--- src/logic/temp_sensor_pkg.sv ---
// Shared constants and carrier types for the temperature sensor register bank
package temp_sensor_pkg;

  // ----------------------------------------------------------------
  // Register pointer values
  // ----------------------------------------------------------------
  localparam logic [7:0] ADDR_TEMPERATURE = 8'h00;
  localparam logic [7:0] ADDR_CONFIG = 8'h01;
  localparam logic [7:0] ADDR_LOWER = 8'h02;
  localparam logic [7:0] ADDR_UPPER = 8'h03;
  localparam logic [7:0] ADDR_DIE_ID = 8'h0f;

  // ----------------------------------------------------------------
  // Values after reset
  // ----------------------------------------------------------------
  localparam logic [15:0] RESET_TEMPERATURE = 16'h0000;
  localparam logic [15:0] RESET_CONFIG = 16'h00ff;
  localparam logic [15:0] RESET_LOWER = 16'h4b00;
  localparam logic [15:0] RESET_UPPER = 16'h5000;
  localparam logic [7:0] RESET_POINTER = 8'h00;

  // ----------------------------------------------------------------
  // Field positions
  // ----------------------------------------------------------------
  localparam int TEMP_LSB = 4;
  localparam int CFG_TRIGGER_BIT = 15;
  localparam int CFG_RATE_LSB = 13;
  localparam int CFG_FAULT_LSB = 11;
  localparam int CFG_POLARITY_BIT = 10;
  localparam int CFG_MODE_BIT = 9;
  localparam int CFG_SHUTDOWN_BIT = 8;

  // ----------------------------------------------------------------
  // Timing: base conversion period at the 250 MHz clock
  // ----------------------------------------------------------------
  localparam int unsigned CLK_PERIOD_PS = 4000;
  localparam int unsigned CONV_BASE_US = 27500;
  localparam int unsigned CONV_BASE_CYCLES = (CONV_BASE_US * 1000) / (CLK_PERIOD_PS / 1000);
  localparam int PERIOD_W = 27;

  // ----------------------------------------------------------------
  // Byte-level transaction carriers from and to the serial front end
  // ----------------------------------------------------------------
  typedef struct packed {
    logic start;
    logic wr_valid;
    logic [7:0] wr_data;
    logic rd_req;
    logic stop;
  } host_req_t;

  typedef struct packed {
    logic rd_valid;
    logic [7:0] rd_data;
  } host_rsp_t;

  typedef enum {
    ST_LAUNCH,
    ST_CONVERT,
    ST_STANDBY,
    ST_SLEEP
  } conv_state_t;

endpackage : temp_sensor_pkg

--- src/logic/alert_engine.sv ---
// Fault queue, comparator and interrupt alert logic
`timescale 1ns/1ps
module alert_engine (
  input wire logic clk,
  input wire logic arst_n,
  input wire logic ce,
  input wire logic flush,
  input wire logic clear_evt,
  input wire logic sample,
  input wire logic [11:0] temp,
  input wire logic [11:0] lower,
  input wire logic [11:0] upper,
  input wire logic [1:0] fault_need,
  input wire logic int_mode,
  input wire logic polarity,
  output logic alert_pin,
  output logic alert_active
);

  logic active_q;
  logic phase_q;
  logic [1:0] count_q;
  logic below;
  logic at_or_above;
  logic fault;
  logic hit;

  // ----------------------------------------------------------------
  // Fault qualification
  // ----------------------------------------------------------------
  // Signed compares; limits at the rails effectively disable the pin
  assign below = $signed(temp) < $signed(lower);
  assign at_or_above = $signed(temp) >= $signed(upper);
  // Interrupt mode follows the phase, comparator mode the alert state
  assign fault = (int_mode ? phase_q : active_q) ? below : at_or_above;
  assign hit = fault && (count_q == fault_need);

  // Fault counter; frozen while an interrupt waits to be cleared
  always_ff @(posedge clk or negedge arst_n)
  begin
    if (!arst_n)
      count_q <= 2'h0;
    else if (ce)
    begin
      if (flush)
        count_q <= 2'h0;
      else if (clear_evt && int_mode && active_q)
        count_q <= 2'h0;
      else if (sample && !(int_mode && active_q))
        count_q <= (fault && !hit) ? count_q + 2'h1 : 2'h0;
    end
  end

  // Alert state and interrupt phase
  always_ff @(posedge clk or negedge arst_n)
  begin
    if (!arst_n)
    begin
      active_q <= 1'b0;
      phase_q <= 1'b0;
    end
    else if (ce)
    begin
      if (flush)
      begin
        active_q <= 1'b0;
        phase_q <= 1'b0;
      end
      else if (clear_evt && int_mode && active_q)
      begin
        active_q <= 1'b0;
        phase_q <= ~phase_q;
      end
      else if (sample && hit && !(int_mode && active_q))
        active_q <= int_mode ? 1'b1 : ~active_q;
    end
  end

  // Pin level from a flop, so polarity changes never glitch
  always_ff @(posedge clk or negedge arst_n)
  begin
    if (!arst_n)
      alert_pin <= 1'b1;
    else if (ce)
      alert_pin <= polarity ? active_q : ~active_q;
  end

  assign alert_active = active_q;

endmodule : alert_engine

--- src/logic/temp_sensor_register_bank.sv ---
// Register bank and conversion sequencer of the temperature sensor
//
// Overview of operation
// - Temperature register is read-only, holding the latest completed 12-bit conversion.
// - Temperature code sits in bits 15:4; bits 3:0 read zero.
// - After reset the temperature reads 0000h until a conversion finishes.
// - Configuration resets to 00FFh; low byte unused, writable, resets to ones.
// - Register bytes move high byte first in both directions.
// - Configuration bit 15 written one starts one conversion; it reads zero.
// - Bits 14:13 pick period 27.5, 55, 110 or 220 ms.
// - Bits 12:11 pick one to four consecutive faults before alerting.
// - Bit 10 sets alert polarity; zero active low, one active high.
// - Bit 9 selects comparator (zero) or interrupt (one) alert behaviour.
// - Bit 8 one selects shutdown, zero continuous conversion.
// - Single-byte write loads bits 15:8 and keeps the low byte.
// - Single-byte read of configuration returns bits 15:8.
// - Lower limit is writable 12-bit code in bits 15:4, reset 4B00h.
// - Upper limit is writable 12-bit code in bits 15:4, reset 5000h.
// - Temperature register exposes only the twelve result bits, read only.
// - Comparator alert sets at or above upper, clears below lower, after count.
// - Interrupt alert clears on read, alert response or shutdown; limits alternate.
// - One-shot works only in shutdown, converts once, then back to shutdown.
// - Any write of the mode bit drops alert, counter and interrupt history.
`timescale 1ns/1ps
module temp_sensor_register_bank #(
  parameter logic [15:0] DIE_ID_CODE = 16'ha5c3, // Arbitrary identifier value
  parameter int unsigned CONV_BASE_CYCLES = temp_sensor_pkg::CONV_BASE_CYCLES
) (
  input wire logic clk,
  input wire logic arst_n,
  input wire logic ce,
  input wire temp_sensor_pkg::host_req_t host_req,
  output temp_sensor_pkg::host_rsp_t host_rsp,
  input wire logic gc_reset,
  input wire logic alert_resp,
  output logic conv_start,
  input wire logic conv_done,
  input wire logic [11:0] conv_result,
  output logic alert_pin,
  output logic alert_active
);

  // ----------------------------------------------------------------
  // Declarations
  // ----------------------------------------------------------------
  logic [7:0] pointer_q;
  logic [1:0] wr_idx_q;
  logic [7:0] msb_q;
  logic rd_idx_q;
  logic [11:0] temp_q;
  logic [14:0] config_q;
  logic [11:0] lower_q;
  logic [11:0] upper_q;
  logic [7:0] rd_data_q;
  logic rd_valid_q;
  logic oneshot_q;
  logic [temp_sensor_pkg::PERIOD_W-1:0] period_cnt_q;
  temp_sensor_pkg::conv_state_t state_q;
  temp_sensor_pkg::conv_state_t state_d;

  logic [15:0] config_word;
  logic [15:0] rd_word;
  logic word_wr;
  logic byte_wr;
  logic wr_en;
  logic [15:0] wr_word;
  logic cfg_wr;
  logic trigger;
  logic shutdown;
  logic [1:0] rate;
  logic [temp_sensor_pkg::PERIOD_W-1:0] period_len;
  logic period_done;
  logic sample;

  // ----------------------------------------------------------------
  // Register read view
  // ----------------------------------------------------------------
  // Trigger bit is never stored, so it always reads back as zero
  assign config_word = {1'b0, config_q};
  assign shutdown = config_q[temp_sensor_pkg::CFG_SHUTDOWN_BIT];
  assign rate = config_q[temp_sensor_pkg::CFG_RATE_LSB +: 2];

  // Word selected by the pointer; undefined pointers read zero
  always_comb
  begin
    rd_word = 16'h0000;
    unique case (pointer_q)
      temp_sensor_pkg::ADDR_TEMPERATURE: rd_word = {temp_q, 4'h0};
      temp_sensor_pkg::ADDR_CONFIG: rd_word = config_word;
      temp_sensor_pkg::ADDR_LOWER: rd_word = {lower_q, 4'h0};
      temp_sensor_pkg::ADDR_UPPER: rd_word = {upper_q, 4'h0};
      temp_sensor_pkg::ADDR_DIE_ID: rd_word = DIE_ID_CODE;
      default: rd_word = 16'h0000;
    endcase
  end

  // ----------------------------------------------------------------
  // Write byte sequencing
  // ----------------------------------------------------------------
  // Full word commits on the second data byte, high byte first
  assign word_wr = host_req.wr_valid && (wr_idx_q == 2'h2);
  // A lone data byte commits when the transaction ends
  assign byte_wr = (host_req.start || host_req.stop) && (wr_idx_q == 2'h2);
  assign wr_en = word_wr || byte_wr;
  // Single byte keeps the current low byte of the target
  assign wr_word = word_wr ? {msb_q, host_req.wr_data} : {msb_q, rd_word[7:0]};
  assign cfg_wr = wr_en && (pointer_q == temp_sensor_pkg::ADDR_CONFIG);
  // One-shot honoured only when the written word keeps shutdown
  assign trigger = cfg_wr && wr_word[temp_sensor_pkg::CFG_TRIGGER_BIT]
    && wr_word[temp_sensor_pkg::CFG_SHUTDOWN_BIT];

  // Byte position within the current write transaction
  always_ff @(posedge clk or negedge arst_n)
  begin
    if (!arst_n)
      wr_idx_q <= 2'h0;
    else if (ce)
    begin
      if (host_req.start || host_req.stop || gc_reset)
        wr_idx_q <= 2'h0;
      else if (host_req.wr_valid && wr_idx_q != 2'h3)
        wr_idx_q <= wr_idx_q + 2'h1;
    end
  end

  // First byte of a write sets the pointer; it persists across reads
  always_ff @(posedge clk or negedge arst_n)
  begin
    if (!arst_n)
      pointer_q <= temp_sensor_pkg::RESET_POINTER;
    else if (ce)
    begin
      if (gc_reset)
        pointer_q <= temp_sensor_pkg::RESET_POINTER;
      else if (host_req.wr_valid && wr_idx_q == 2'h0)
        pointer_q <= host_req.wr_data;
    end
  end

  // High data byte held until the word or the transaction completes
  always_ff @(posedge clk or negedge arst_n)
  begin
    if (!arst_n)
      msb_q <= 8'h00;
    else if (ce && host_req.wr_valid && wr_idx_q == 2'h1)
      msb_q <= host_req.wr_data;
  end

  // ----------------------------------------------------------------
  // Writable registers
  // ----------------------------------------------------------------
  // Configuration; the trigger bit is a strobe, never held
  always_ff @(posedge clk or negedge arst_n)
  begin
    if (!arst_n)
      config_q <= temp_sensor_pkg::RESET_CONFIG[14:0];
    else if (ce)
    begin
      if (gc_reset)
        config_q <= temp_sensor_pkg::RESET_CONFIG[14:0];
      else if (cfg_wr)
        config_q <= wr_word[14:0];
    end
  end

  // Alert limits keep only their twelve code bits
  always_ff @(posedge clk or negedge arst_n)
  begin
    if (!arst_n)
    begin
      lower_q <= temp_sensor_pkg::RESET_LOWER[15:4];
      upper_q <= temp_sensor_pkg::RESET_UPPER[15:4];
    end
    else if (ce)
    begin
      if (gc_reset)
      begin
        lower_q <= temp_sensor_pkg::RESET_LOWER[15:4];
        upper_q <= temp_sensor_pkg::RESET_UPPER[15:4];
      end
      else if (wr_en && pointer_q == temp_sensor_pkg::ADDR_LOWER)
        lower_q <= wr_word[15:temp_sensor_pkg::TEMP_LSB];
      else if (wr_en && pointer_q == temp_sensor_pkg::ADDR_UPPER)
        upper_q <= wr_word[15:temp_sensor_pkg::TEMP_LSB];
    end
  end

  // Result register: loaded by the converter or a general-call reset, never by host writes
  always_ff @(posedge clk or negedge arst_n)
  begin
    if (!arst_n)
      temp_q <= temp_sensor_pkg::RESET_TEMPERATURE[15:4];
    else if (ce)
    begin
      if (gc_reset)
        temp_q <= temp_sensor_pkg::RESET_TEMPERATURE[15:4];
      else if (sample)
        temp_q <= conv_result;
    end
  end

  // ----------------------------------------------------------------
  // Read byte sequencing
  // ----------------------------------------------------------------
  // Byte index restarts each transaction, so a short read just stops
  always_ff @(posedge clk or negedge arst_n)
  begin
    if (!arst_n)
      rd_idx_q <= 1'b0;
    else if (ce)
    begin
      if (host_req.start || gc_reset)
        rd_idx_q <= 1'b0;
      else if (host_req.rd_req)
        rd_idx_q <= ~rd_idx_q;
    end
  end

  // Read data registered; high byte first, then low, alternating
  always_ff @(posedge clk or negedge arst_n)
  begin
    if (!arst_n)
    begin
      rd_data_q <= 8'h00;
      rd_valid_q <= 1'b0;
    end
    else if (ce)
    begin
      rd_valid_q <= host_req.rd_req;
      if (host_req.rd_req)
        rd_data_q <= rd_idx_q ? rd_word[7:0] : rd_word[15:8];
    end
  end

  // One driver for the whole response carrier
  assign host_rsp = '{rd_valid: rd_valid_q, rd_data: rd_data_q};

  // ----------------------------------------------------------------
  // Conversion sequencer
  // ----------------------------------------------------------------
  // Period doubles per rate code; measured from launch to launch
  assign period_len = temp_sensor_pkg::PERIOD_W'(CONV_BASE_CYCLES) << rate;
  assign period_done = period_cnt_q >= period_len - temp_sensor_pkg::PERIOD_W'(1);
  assign sample = (state_q == temp_sensor_pkg::ST_CONVERT) && conv_done;
  assign conv_start = (state_q == temp_sensor_pkg::ST_LAUNCH);

  // Next state; shutdown is checked only between conversions
  always_comb
  begin
    state_d = state_q;
    unique case (state_q)
      temp_sensor_pkg::ST_LAUNCH:
        state_d = temp_sensor_pkg::ST_CONVERT;
      temp_sensor_pkg::ST_CONVERT:
        if (conv_done)
          state_d = (oneshot_q || shutdown) ? temp_sensor_pkg::ST_SLEEP
            : temp_sensor_pkg::ST_STANDBY;
      temp_sensor_pkg::ST_STANDBY:
        if (shutdown)
          state_d = temp_sensor_pkg::ST_SLEEP;
        else if (period_done)
          state_d = temp_sensor_pkg::ST_LAUNCH;
      temp_sensor_pkg::ST_SLEEP:
        if (trigger || !shutdown)
          state_d = temp_sensor_pkg::ST_LAUNCH;
    endcase
  end

  // State register; a general-call reset restarts continuous mode
  always_ff @(posedge clk or negedge arst_n)
  begin
    if (!arst_n)
      state_q <= temp_sensor_pkg::ST_LAUNCH;
    else if (ce)
      state_q <= gc_reset ? temp_sensor_pkg::ST_LAUNCH : state_d;
  end

  // One-shot marker, so the sequencer returns to shutdown afterwards
  always_ff @(posedge clk or negedge arst_n)
  begin
    if (!arst_n)
      oneshot_q <= 1'b0;
    else if (ce)
    begin
      if (gc_reset)
        oneshot_q <= 1'b0;
      else if (state_q == temp_sensor_pkg::ST_SLEEP && trigger)
        oneshot_q <= 1'b1;
      else if (sample)
        oneshot_q <= 1'b0;
    end
  end

  // Period counter; saturates so a long shutdown cannot wrap it
  always_ff @(posedge clk or negedge arst_n)
  begin
    if (!arst_n)
      period_cnt_q <= '0;
    else if (ce)
    begin
      if (state_q == temp_sensor_pkg::ST_LAUNCH || gc_reset)
        period_cnt_q <= temp_sensor_pkg::PERIOD_W'(1);
      else if (!(&period_cnt_q))
        period_cnt_q <= period_cnt_q + temp_sensor_pkg::PERIOD_W'(1);
    end
  end

  // ----------------------------------------------------------------
  // Alert logic
  // ----------------------------------------------------------------
  // Every configuration write rewrites the mode bit, hence flushes
  alert_engine u_alert (
    .clk (clk),
    .arst_n (arst_n),
    .ce (ce),
    .flush (cfg_wr || gc_reset),
    .clear_evt (host_req.rd_req || alert_resp),
    .sample (sample),
    .temp (conv_result),
    .lower (lower_q),
    .upper (upper_q),
    .fault_need (config_q[temp_sensor_pkg::CFG_FAULT_LSB +: 2]),
    .int_mode (config_q[temp_sensor_pkg::CFG_MODE_BIT]),
    .polarity (config_q[temp_sensor_pkg::CFG_POLARITY_BIT]),
    .alert_pin (alert_pin),
    .alert_active (alert_active)
  );

endmodule : temp_sensor_register_bank

--- config.mk ---
export PLATFORM = sky130hd
export DESIGN_NAME = temp_sensor_register_bank
export DESIGN_NICKNAME = d
export VERILOG_FILES = /design/src/logic/temp_sensor_pkg.sv /design/src/logic/alert_engine.sv /design/src/logic/temp_sensor_register_bank.sv
export SDC_FILE = /design/constraint.sdc
export NUM_CORES = 1
export LEC_CHECK = 0
export BUFFER_PORTS_ARGS = -buffer_cell sky130_fd_sc_hd__buf_2
export CORE_MARGIN = 2
export CORE_UTILIZATION = 43
export CTS_BUF_LIST = sky130_fd_sc_hd__clkbuf_4 sky130_fd_sc_hd__clkbuf_8 sky130_fd_sc_hd__clkbuf_16
export DETAILED_ROUTE_END_ITERATION = 6
export PLACE_DENSITY_LB_ADDON = 0.15
export SYNTH_ARGS = -nofsm -noshare
export SYNTH_HDL_FRONTEND = slang
export SYNTH_SLANG_ARGS = --single-unit
--- constraint.sdc ---
create_clock -name clk -period 2.6 [get_ports clk]
set_input_delay 0.13 -clock clk [delete_from_list [all_inputs] [get_ports clk]]
set_output_delay 0.13 -clock clk [all_outputs]
set_load 0.05 [all_outputs]
==> results.py, run 1 <==
metrics = {
    "floorplan": {
        "initial_core_util_pct": 43.8,
        "rows": 46,
        "dieArea_um2": 17100,
        "die_w_um": 131,
        "io_pins": 42,
        "core-area_um2": 15800,
        "fp.dieH_um": 131,
    },
    "cells_and_area": {
        "finalNonFillerCells": 1022,
        "syn2layout_area_growth_pct": 21.5,
        "multi_input_area_um2": 3830,
        "nets": 881,
        "fin_area_um2": 8400,
        "num-fill-cells": 1414,
        "num_antenna_cells": 0,
        "layout_common_cells": "98 x dfrtp_1, 82 x nand2_1, 57 x ha_1",
        "final_common_cell": "dfrtp_1",
        "final_layout_size_suffix_gt1_share_pct": 21.8,
        "ff_latch_area_um2": 2870,
    },
    "sta": {
        "worstMarginPinSlew_ns": 0.684,
        "finalSetupViolCount": 0,
        "hold_violations": 0,
        "rsz0062_at_grt": "yes",
        "skew_ns": 0.00942,
        "fin_crit_sh_pct": 98.1,
        "max_freq_mhz": 392,
        "slew_viol_final": 0,
        "fin_tns_setup_ns": 0,
        "whs_ns": 0.0619,
        "slew-limit-headroom_pct": 54.4,
        "period_needed_ns": 2.55,
    },
    "pwr": {
        "vdd.ir_drop.worst_mv": 0.508,
        "p_sw_w": 0.00169,
        "seqPwrFrac_pct": 38.4,
        "p_leak_nw": 3.87,
        "clkPwrFrac_pct": 42.4,
        "p_sw_share_pct": 30.5,
        "combPwrFrac_pct": 19.2,
        "p_per_area_nw_per_um2": 659,
        "internal-power_w": 0.00384,
    },
    "placed_design": {
        "dp.cells": 963,
        "hpwl_um": 14100,
        "port_buffers": 41,
        "dpl_cell_area_um2": 7510,
        "place_congestion": 0.923,
    },
    "routing": {
        "totalWireLength_um": 19000,
        "first_pass_iters": 5,
        "num_vias": 5647,
        "wl_per_cell_um": 18.6,
        "viasPerCell": 5.53,
        "drtIter0Drc": 399,
        "route.detailed.drc": 0,
        "postRouteAntennaNets": 0,
    },
    "worst_setup_path": {
        "cp-start-kind": "flip-flop",
        "cp-end-kind": "flip-flop",
        "crit_arrival_ns": 2.86,
        "slowest_delay_ns": 0.45,
        "r2r_slack_ns": 0.05,
        "required_ns": 2.91,
        "crit_chain": "inv_2 > ha_2 > nand2_1 > nor4_2 > xor2_1 > nor2_1 > ha_1 > nand4_1 > nor2_2 > nand2_2 > a2111oi_4 > a2111oi_2 > a211o_1",
        "cp_max_fo": 6,
        "crit_type": "flip-flop to flip-flop",
        "worst_path_max_delay_cell": "dfrtp_2",
    },
    "clock_tree": {
        "numCtsBuffers": 17,
        "cts_tree": "yes",
        "cts_buffer_depth": 2,
        "clkTransAtPathRegs_ns": 0.06,
        "worstSkewPairLatency_ns": 0.43,
        "cts_sinks": 114,
        "htreeDepth": 4,
        "root_buffer": "clkbuf_16",
    },
    "yosys": {
        "seq_area_frac_synth_pct": 41.6,
        "syn_inst": 700,
        "syn_area_um2": 6910,
        "synth_edf_count": 0,
        "ys.flop_type": "dfrtp_1",
        "ys_warn_count": 0,
        "syn-num-nets": 788,
        "synth.distinct_cells": 67,
        "ys_async_sr_fraction_pct": 100,
        "syn_area_per_cell_um2": 9.87,
        "yosys_register_bits": 114,
    },
    "min_path": {
        "hold_class": "primary input to flip-flop",
    },
    "global_route": {
        "grt.busiest_layer": "met2",
        "grt.total_usage_pct": 24.2,
        "grt_pass1_vias": 5813,
        "grt_overflow": 0,
        "grt_pass1_wl_um": 30700,
        "antenna_found_initial": 0,
        "met3_usage_pct": 6.15,
        "grt_max_degree": 49,
        "globalRouteMet1Util_pct": 29.4,
        "met2_usage_pct": 40.9,
    },
    "run_status": {
        "status": "finished, final reports clean",
    },
    "flow_run": {
        "drv_cap": 0,
    },
}
==> cell type report <==
type / instances / area share [%]
Clock inverter: 12 / 1.58
Inverter: 38 / 1.70
Multi-Input combinational cell: 524 / 45.6
Tap cell: 216 / 3.22
Sequential cell: 114 / 34.2
Clock buffer: 20 / 5.48
Timing Repair Buffer: 98 / 8.23
==> cell families (layout without fill, tap and decap cells) <==
group,Yosys count,in the layout,synth area share [%]
compound gates,172,172,16.7
xor+xnor,29,29,3.68
fa+ha+maj,58,58,10.5
buf+inv,62,168,3.62
flops,114,114,41.6
mux,26,26,5.96
other cells,1,1,0.0543
simple gates,238,238,17.9
==> synthesized netlist by cell type, types with 3 or more instances <==
| cell | n | area share (%) |
|---|---|---|
| nand3_1 | 17 | 1.2 |
| o21ai_0 | 44 | 3.2 |
| a21oi_1 | 30 | 2.2 |
| dfstp_2 | 15 | 5.7 |
| nor3_1 | 8 | 0.58 |
| nand2_1 | 83 | 4.5 |
| and2_1 | 5 | 0.45 |
| a211oi_1 | 5 | 0.54 |
| and3_1 | 5 | 0.45 |
| o31ai_1 | 4 | 0.43 |
| a2111oi_0 | 4 | 0.51 |
| or3_1 | 3 | 0.27 |
| buf_2 | 5 | 0.36 |
| nand2b_1 | 11 | 1.0 |
| mux2_2 | 11 | 1.8 |
| nor3_4 | 4 | 0.94 |
| ha_1 | 58 | 11 |
| o2bb2ai_1 | 8 | 1.0 |
| xor2_1 | 18 | 2.3 |
| xnor2_1 | 11 | 1.4 |
| nor2b_1 | 7 | 0.63 |
| mux2i_1 | 4 | 0.58 |
| a22o_1 | 23 | 2.9 |
| o211ai_1 | 7 | 0.76 |
| mux4_2 | 11 | 3.6 |
| clkbuf_1 | 15 | 0.81 |
| inv_1 | 37 | 2.0 |
| dfrtp_1 | 99 | 36 |
| nand4_1 | 16 | 1.4 |
| a21o_1 | 13 | 1.4 |
| o22ai_1 | 3 | 0.27 |
| nor2_1 | 56 | 3.0 |
| buf_4 | 3 | 0.33 |
| and4_1 | 4 | 0.51 |
| a31oi_1 | 3 | 0.27 |
| a22oi_1 | 13 | 1.4 |
==> registers in the layout, summed over array words and instances (netlist names) <==
register / flops
u_alert.alert_pin: 1
state_q: 2
msb_q: 8
upper_q: 12
rd_valid_q: 1
u_alert.phase_q: 1
config_q: 15
rd_idx_q: 1
oneshot_q: 1
period_cnt_q: 27
u_alert.count_q: 2
lower_q: 12
pointer_q: 8
wr_idx_q: 2
temp_q: 12
u_alert.alert_active: 1
rd_data_q: 8
==> metal layers <==
metal	vias to the layer above	routed length, um
met5	-	0
met4	0	665
met3	45	760
met2	144	9370
met1	2734	8200
li1	2724	-
==> worst paths after layout <==
path	cells past startpoint	from	end
worst min register to register	2	rd_data_q[0]	rd_data_q[0]
worst max register to register	13	config_q[13]	state_q[1]
max in group asynchronous	3	arst_n	u_alert.alert_pin
worst max-delay path	13	config_q[13]	state_q[1]
worst min-delay path	3	host_req[0]	wr_idx_q[1]
min in group asynchronous	2	arst_n	u_alert.count_q[0]
==> worst max-delay path: cells and delay by family, from the launching register on <==
family / cells / cell delay [ns]
AND/OR/NAND/NOR: 6 / 0.75
AO/OA/AOI/OAI: 3 / 0.52
adder cells (fa/ha/maj): 2 / 0.46
flip-flops: 1 / 0.45
XOR/XNOR: 1 / 0.17
buffers and inverters: 1 / 0.08
==> stage by stage <==
| stage | setup WS, ns | util [%] | total power (W) |
|---|---|---|---|
| finish | 0.0504 | 53.2 | 0.00553 |
| global route | -0.119 | 53.2 | 0.00579 |
| CTS | 0.00315 | 53.2 | 0.00557 |
| detailed placement | -0.145 | 47.6 | 0.00317 |
| global placement | 0.00973 | 47.6 | 0.00314 |
| floorplan | 0.0345 | - | 0.00277 |
==> repair_timing <==
action,CTS,global route
endpoints found under the setup margin,1,1
hold endpoints to repair,58,0
buffers inserted,5,0
gates cloned,0,0
gates resized for setup,8,4
hold buffers,22,0
pin swaps,6,5
==> power by group through the flow <==
stage               sequential, W  combinational (W)  clock [W]
floorplan                 0.00218           0.000591          0
global placement          0.00215           0.000993          0
detailed placement        0.00215            0.00102          0
CTS                       0.00212            0.00106    0.00238
global route              0.00215            0.00117    0.00247
finish                    0.00212            0.00106    0.00235
Note: power is estimated with default switching activity, not from simulation.
==> run 2, diff against run 1 <==
--- a/config.mk
+++ b/config.mk
@@ -13,4 +13,5 @@
 export PLACE_DENSITY_LB_ADDON = 0.15
 export SYNTH_ARGS = -nofsm -noshare
 export SYNTH_HDL_FRONTEND = slang
+export SYNTH_HIERARCHICAL = 1
 export SYNTH_SLANG_ARGS = --single-unit
==> results.py, run 2 <==
metrics = {
    "worst_setup_path": {
        "cp-start-kind": "flip-flop",
        "cp-end-kind": "flip-flop",
        "r2r.worst_path.cells": 11,
        "cp.buffers_inverters": 1,
        "crit_chain": "inv_4 > ha_4 > nor4_4 > xor2_1 > nor2_1 > ha_2 > a21o_1 > a221o_1 > a221oi_2 > a41oi_2 > o21ai_1",
        "crit_family": "compound AO/OA/AOI/OAI gates",
        "path_depth": 11,
        "required_ns": 2.95,
        "worst_path_max_delay_cell": "dfrtp_2",
        "crit_type": "flip-flop to flip-flop",
        "crit_arrival_ns": 2.86,
        "slowest_delay_ns": 0.42,
        "cp_max_fo": 5,
    },
    "clock_tree": {
        "clkTransAtPathRegs_ns": 0.06,
        "cts_buffer_depth": 2,
        "numCtsBuffers": 17,
        "htreeDepth": 4,
        "cts_tree": "yes",
        "worstSkewPairLatency_ns": 0.42,
        "root_buffer": "clkbuf_16",
        "cts_sinks": 114,
    },
    "floorplan": {
        "initial_core_util_pct": 43.6,
        "rows": 47,
        "die_w_um": 133,
        "fp.dieH_um": 133,
        "core-area_um2": 16400,
        "io_pins": 42,
        "dieArea_um2": 17700,
    },
    "sta": {
        "period_needed_ns": 2.52,
        "slew_viol_final": 0,
        "worstMarginPinSlew_ns": 0.659,
        "finalSetupViolCount": 0,
        "max_freq_mhz": 398,
        "slew-limit-headroom_pct": 55.9,
        "fin_crit_sh_pct": 96.7,
        "skew_ns": 0.00927,
        "rsz0062_at_grt": "yes",
        "hold_violations": 0,
    },
    "placed_design": {
        "place_congestion": 0.934,
        "dpl_cell_area_um2": 7740,
        "hpwl_um": 14900,
        "port_buffers": 41,
    },
    "yosys": {
        "syn_area_per_cell_um2": 9.68,
        "synth.distinct_cells": 74,
        "syn-num-nets": 826,
        "seq_area_frac_synth_pct": 40.2,
        "yosys_register_bits": 114,
        "synthTopCellsByCount": "99 x dfrtp_1, 65 x nand2_1, 58 x ha_1, 52 x inv_1, 44 x a21oi_1",
        "synth_edf_count": 0,
        "yosys.area.top_type_share_pct": 34.7,
        "synth_area_leaders": "dfrtp_1 35%, ha_1 10%, dfstp_2 5.5%",
        "ys_warn_count": 6,
        "ys_async_sr_fraction_pct": 100,
        "ys.flop_type": "dfrtp_1",
        "synth_most_common_cell": "dfrtp_1",
        "syn_inst": 738,
        "synth_top_area_cell": "dfrtp_1",
        "syn_area_um2": 7150,
    },
    "pwr": {
        "p_per_area_nw_per_um2": 689,
        "seqPwrFrac_pct": 36.9,
        "p_leak_nw": 3.90,
        "p_sw_w": 0.00187,
        "vdd.ir_drop.worst_mv": 0.578,
        "p_sw_share_pct": 31.2,
        "combPwrFrac_pct": 21.5,
        "clkPwrFrac_pct": 41.6,
        "internal-power_w": 0.00413,
    },
    "cells_and_area": {
        "syn2layout_area_growth_pct": 21.9,
        "largest_reg_flops": 27,
        "final_common_cell": "dfrtp_1",
        "num_antenna_cells": 0,
        "max_flop_register": "period_cnt_q",
        "nets": 908,
        "final_layout_size_suffix_gt1_share_pct": 21.8,
        "fin_area_um2": 8710,
        "reg_top3": "period_cnt_q (27), config_q (15)",
        "layout_common_cells": "97 x dfrtp_1, 64 x nand2_1, 52 x ha_1",
        "fin_util_pct": 53.1,
    },
    "run_status": {
        "status": "finished, final reports clean",
    },
    "global_route": {
        "grt_pass1_wl_um": 33200,
        "grt_overflow": 0,
        "grt_max_degree": 49,
        "grt.total_usage_pct": 24.2,
        "grt_pass1_vias": 6124,
        "antenna_found_initial": 0,
    },
    "min_path": {
        "holdPathStages": 2,
        "hold_class": "primary input to flip-flop",
    },
    "routing": {
        "drtIter0Drc": 424,
        "route.detailed.drc": 0,
        "first_pass_iters": 7,
        "postRouteAntennaNets": 0,
        "wl_per_cell_um": 19.3,
        "viasPerCell": 5.85,
        "totalWireLength_um": 20300,
        "num_vias": 6163,
    },
    "flow_run": {
        "drv_cap": 0,
    },
}
==> run 2: metal layers <==
layer	share of wire (%)	track usage (%)
met5	0	0
met4	2.3	7.53
met2	48	39.6
met3	4.4	4.94
met1	45	32.4
==> run 2: through the flow <==
stage          hold slack, ns  TNS (ns)  instances  setup slack, ns  total power [W]
6_report               0.0134         0       1053           0.0849          0.00600
5_1_grt                0.0129   -0.0728       1053          -0.0728          0.00628
4_1_cts               0.00110  -0.00868       1053         -0.00868          0.00601
3_5_place_dp            0.203    -0.150        996           -0.150          0.00345
3_3_place_gp            0.183         0        996          0.00516          0.00341
2_1_floorplan          -0.166         0        738           0.0246          0.00299
==> run 2: final timing paths <==
check	from	end	slack [ns]
max in group asynchronous	arst_n	period_cnt_q[7]	1.57
min reg2reg	rd_data_q[2]	rd_data_q[2]	0.49
max	config_q[14]	state_q[1]	0.08
max reg2reg	config_q[14]	state_q[1]	0.08
min	host_req[8]	pointer_q[6]	0.01
min in group asynchronous	arst_n	temp_q[7]	0.27
==> run 2: cells by family (layout without fill, tap and decap cells) <==
logic type / after synthesis / after routing / synth area share, %
compound gates: 193 / 193 / 18.5
xor+xnor: 12 / 12 / 1.47
fa+ha+maj: 58 / 58 / 10.2
buf+inv: 88 / 183 / 4.89
flops: 114 / 114 / 40.2
mux: 36 / 36 / 7.23
other cells: 1 / 1 / 0.0525
simple gates: 236 / 236 / 17.5
==> run 2: power groups by stage <==
stage | clock network (W) | logic [W] | registers, W
after floorplan | 0 | 0.000754 | 0.00224
after global placement | 0 | 0.00118 | 0.00223
after detailed placement | 0 | 0.00121 | 0.00224
after CTS | 0.00252 | 0.00128 | 0.00221
after global routing | 0.00261 | 0.00143 | 0.00224
final | 0.00250 | 0.00129 | 0.00221
==> run 2: layout make-up <==
cell class              count  area [um^2]
fillers                  1455         7700
multi-input cells         536         4020
flip-flops and latches    114         2870
repair buffers             97          706
clock buffers              19          440
well taps                 220          275
inverters                  54          205
clock inverters            13          184
==> run 2: repair_timing <==
action / CTS / global route
endpoints found under the hold margin: 61 / 0
setup endpoints to repair: 1 / 3
hold buffers: 21 / 0
setup buffers: 4 / 0
pin swaps: 7 / 5
gates resized for setup: 12 / 10
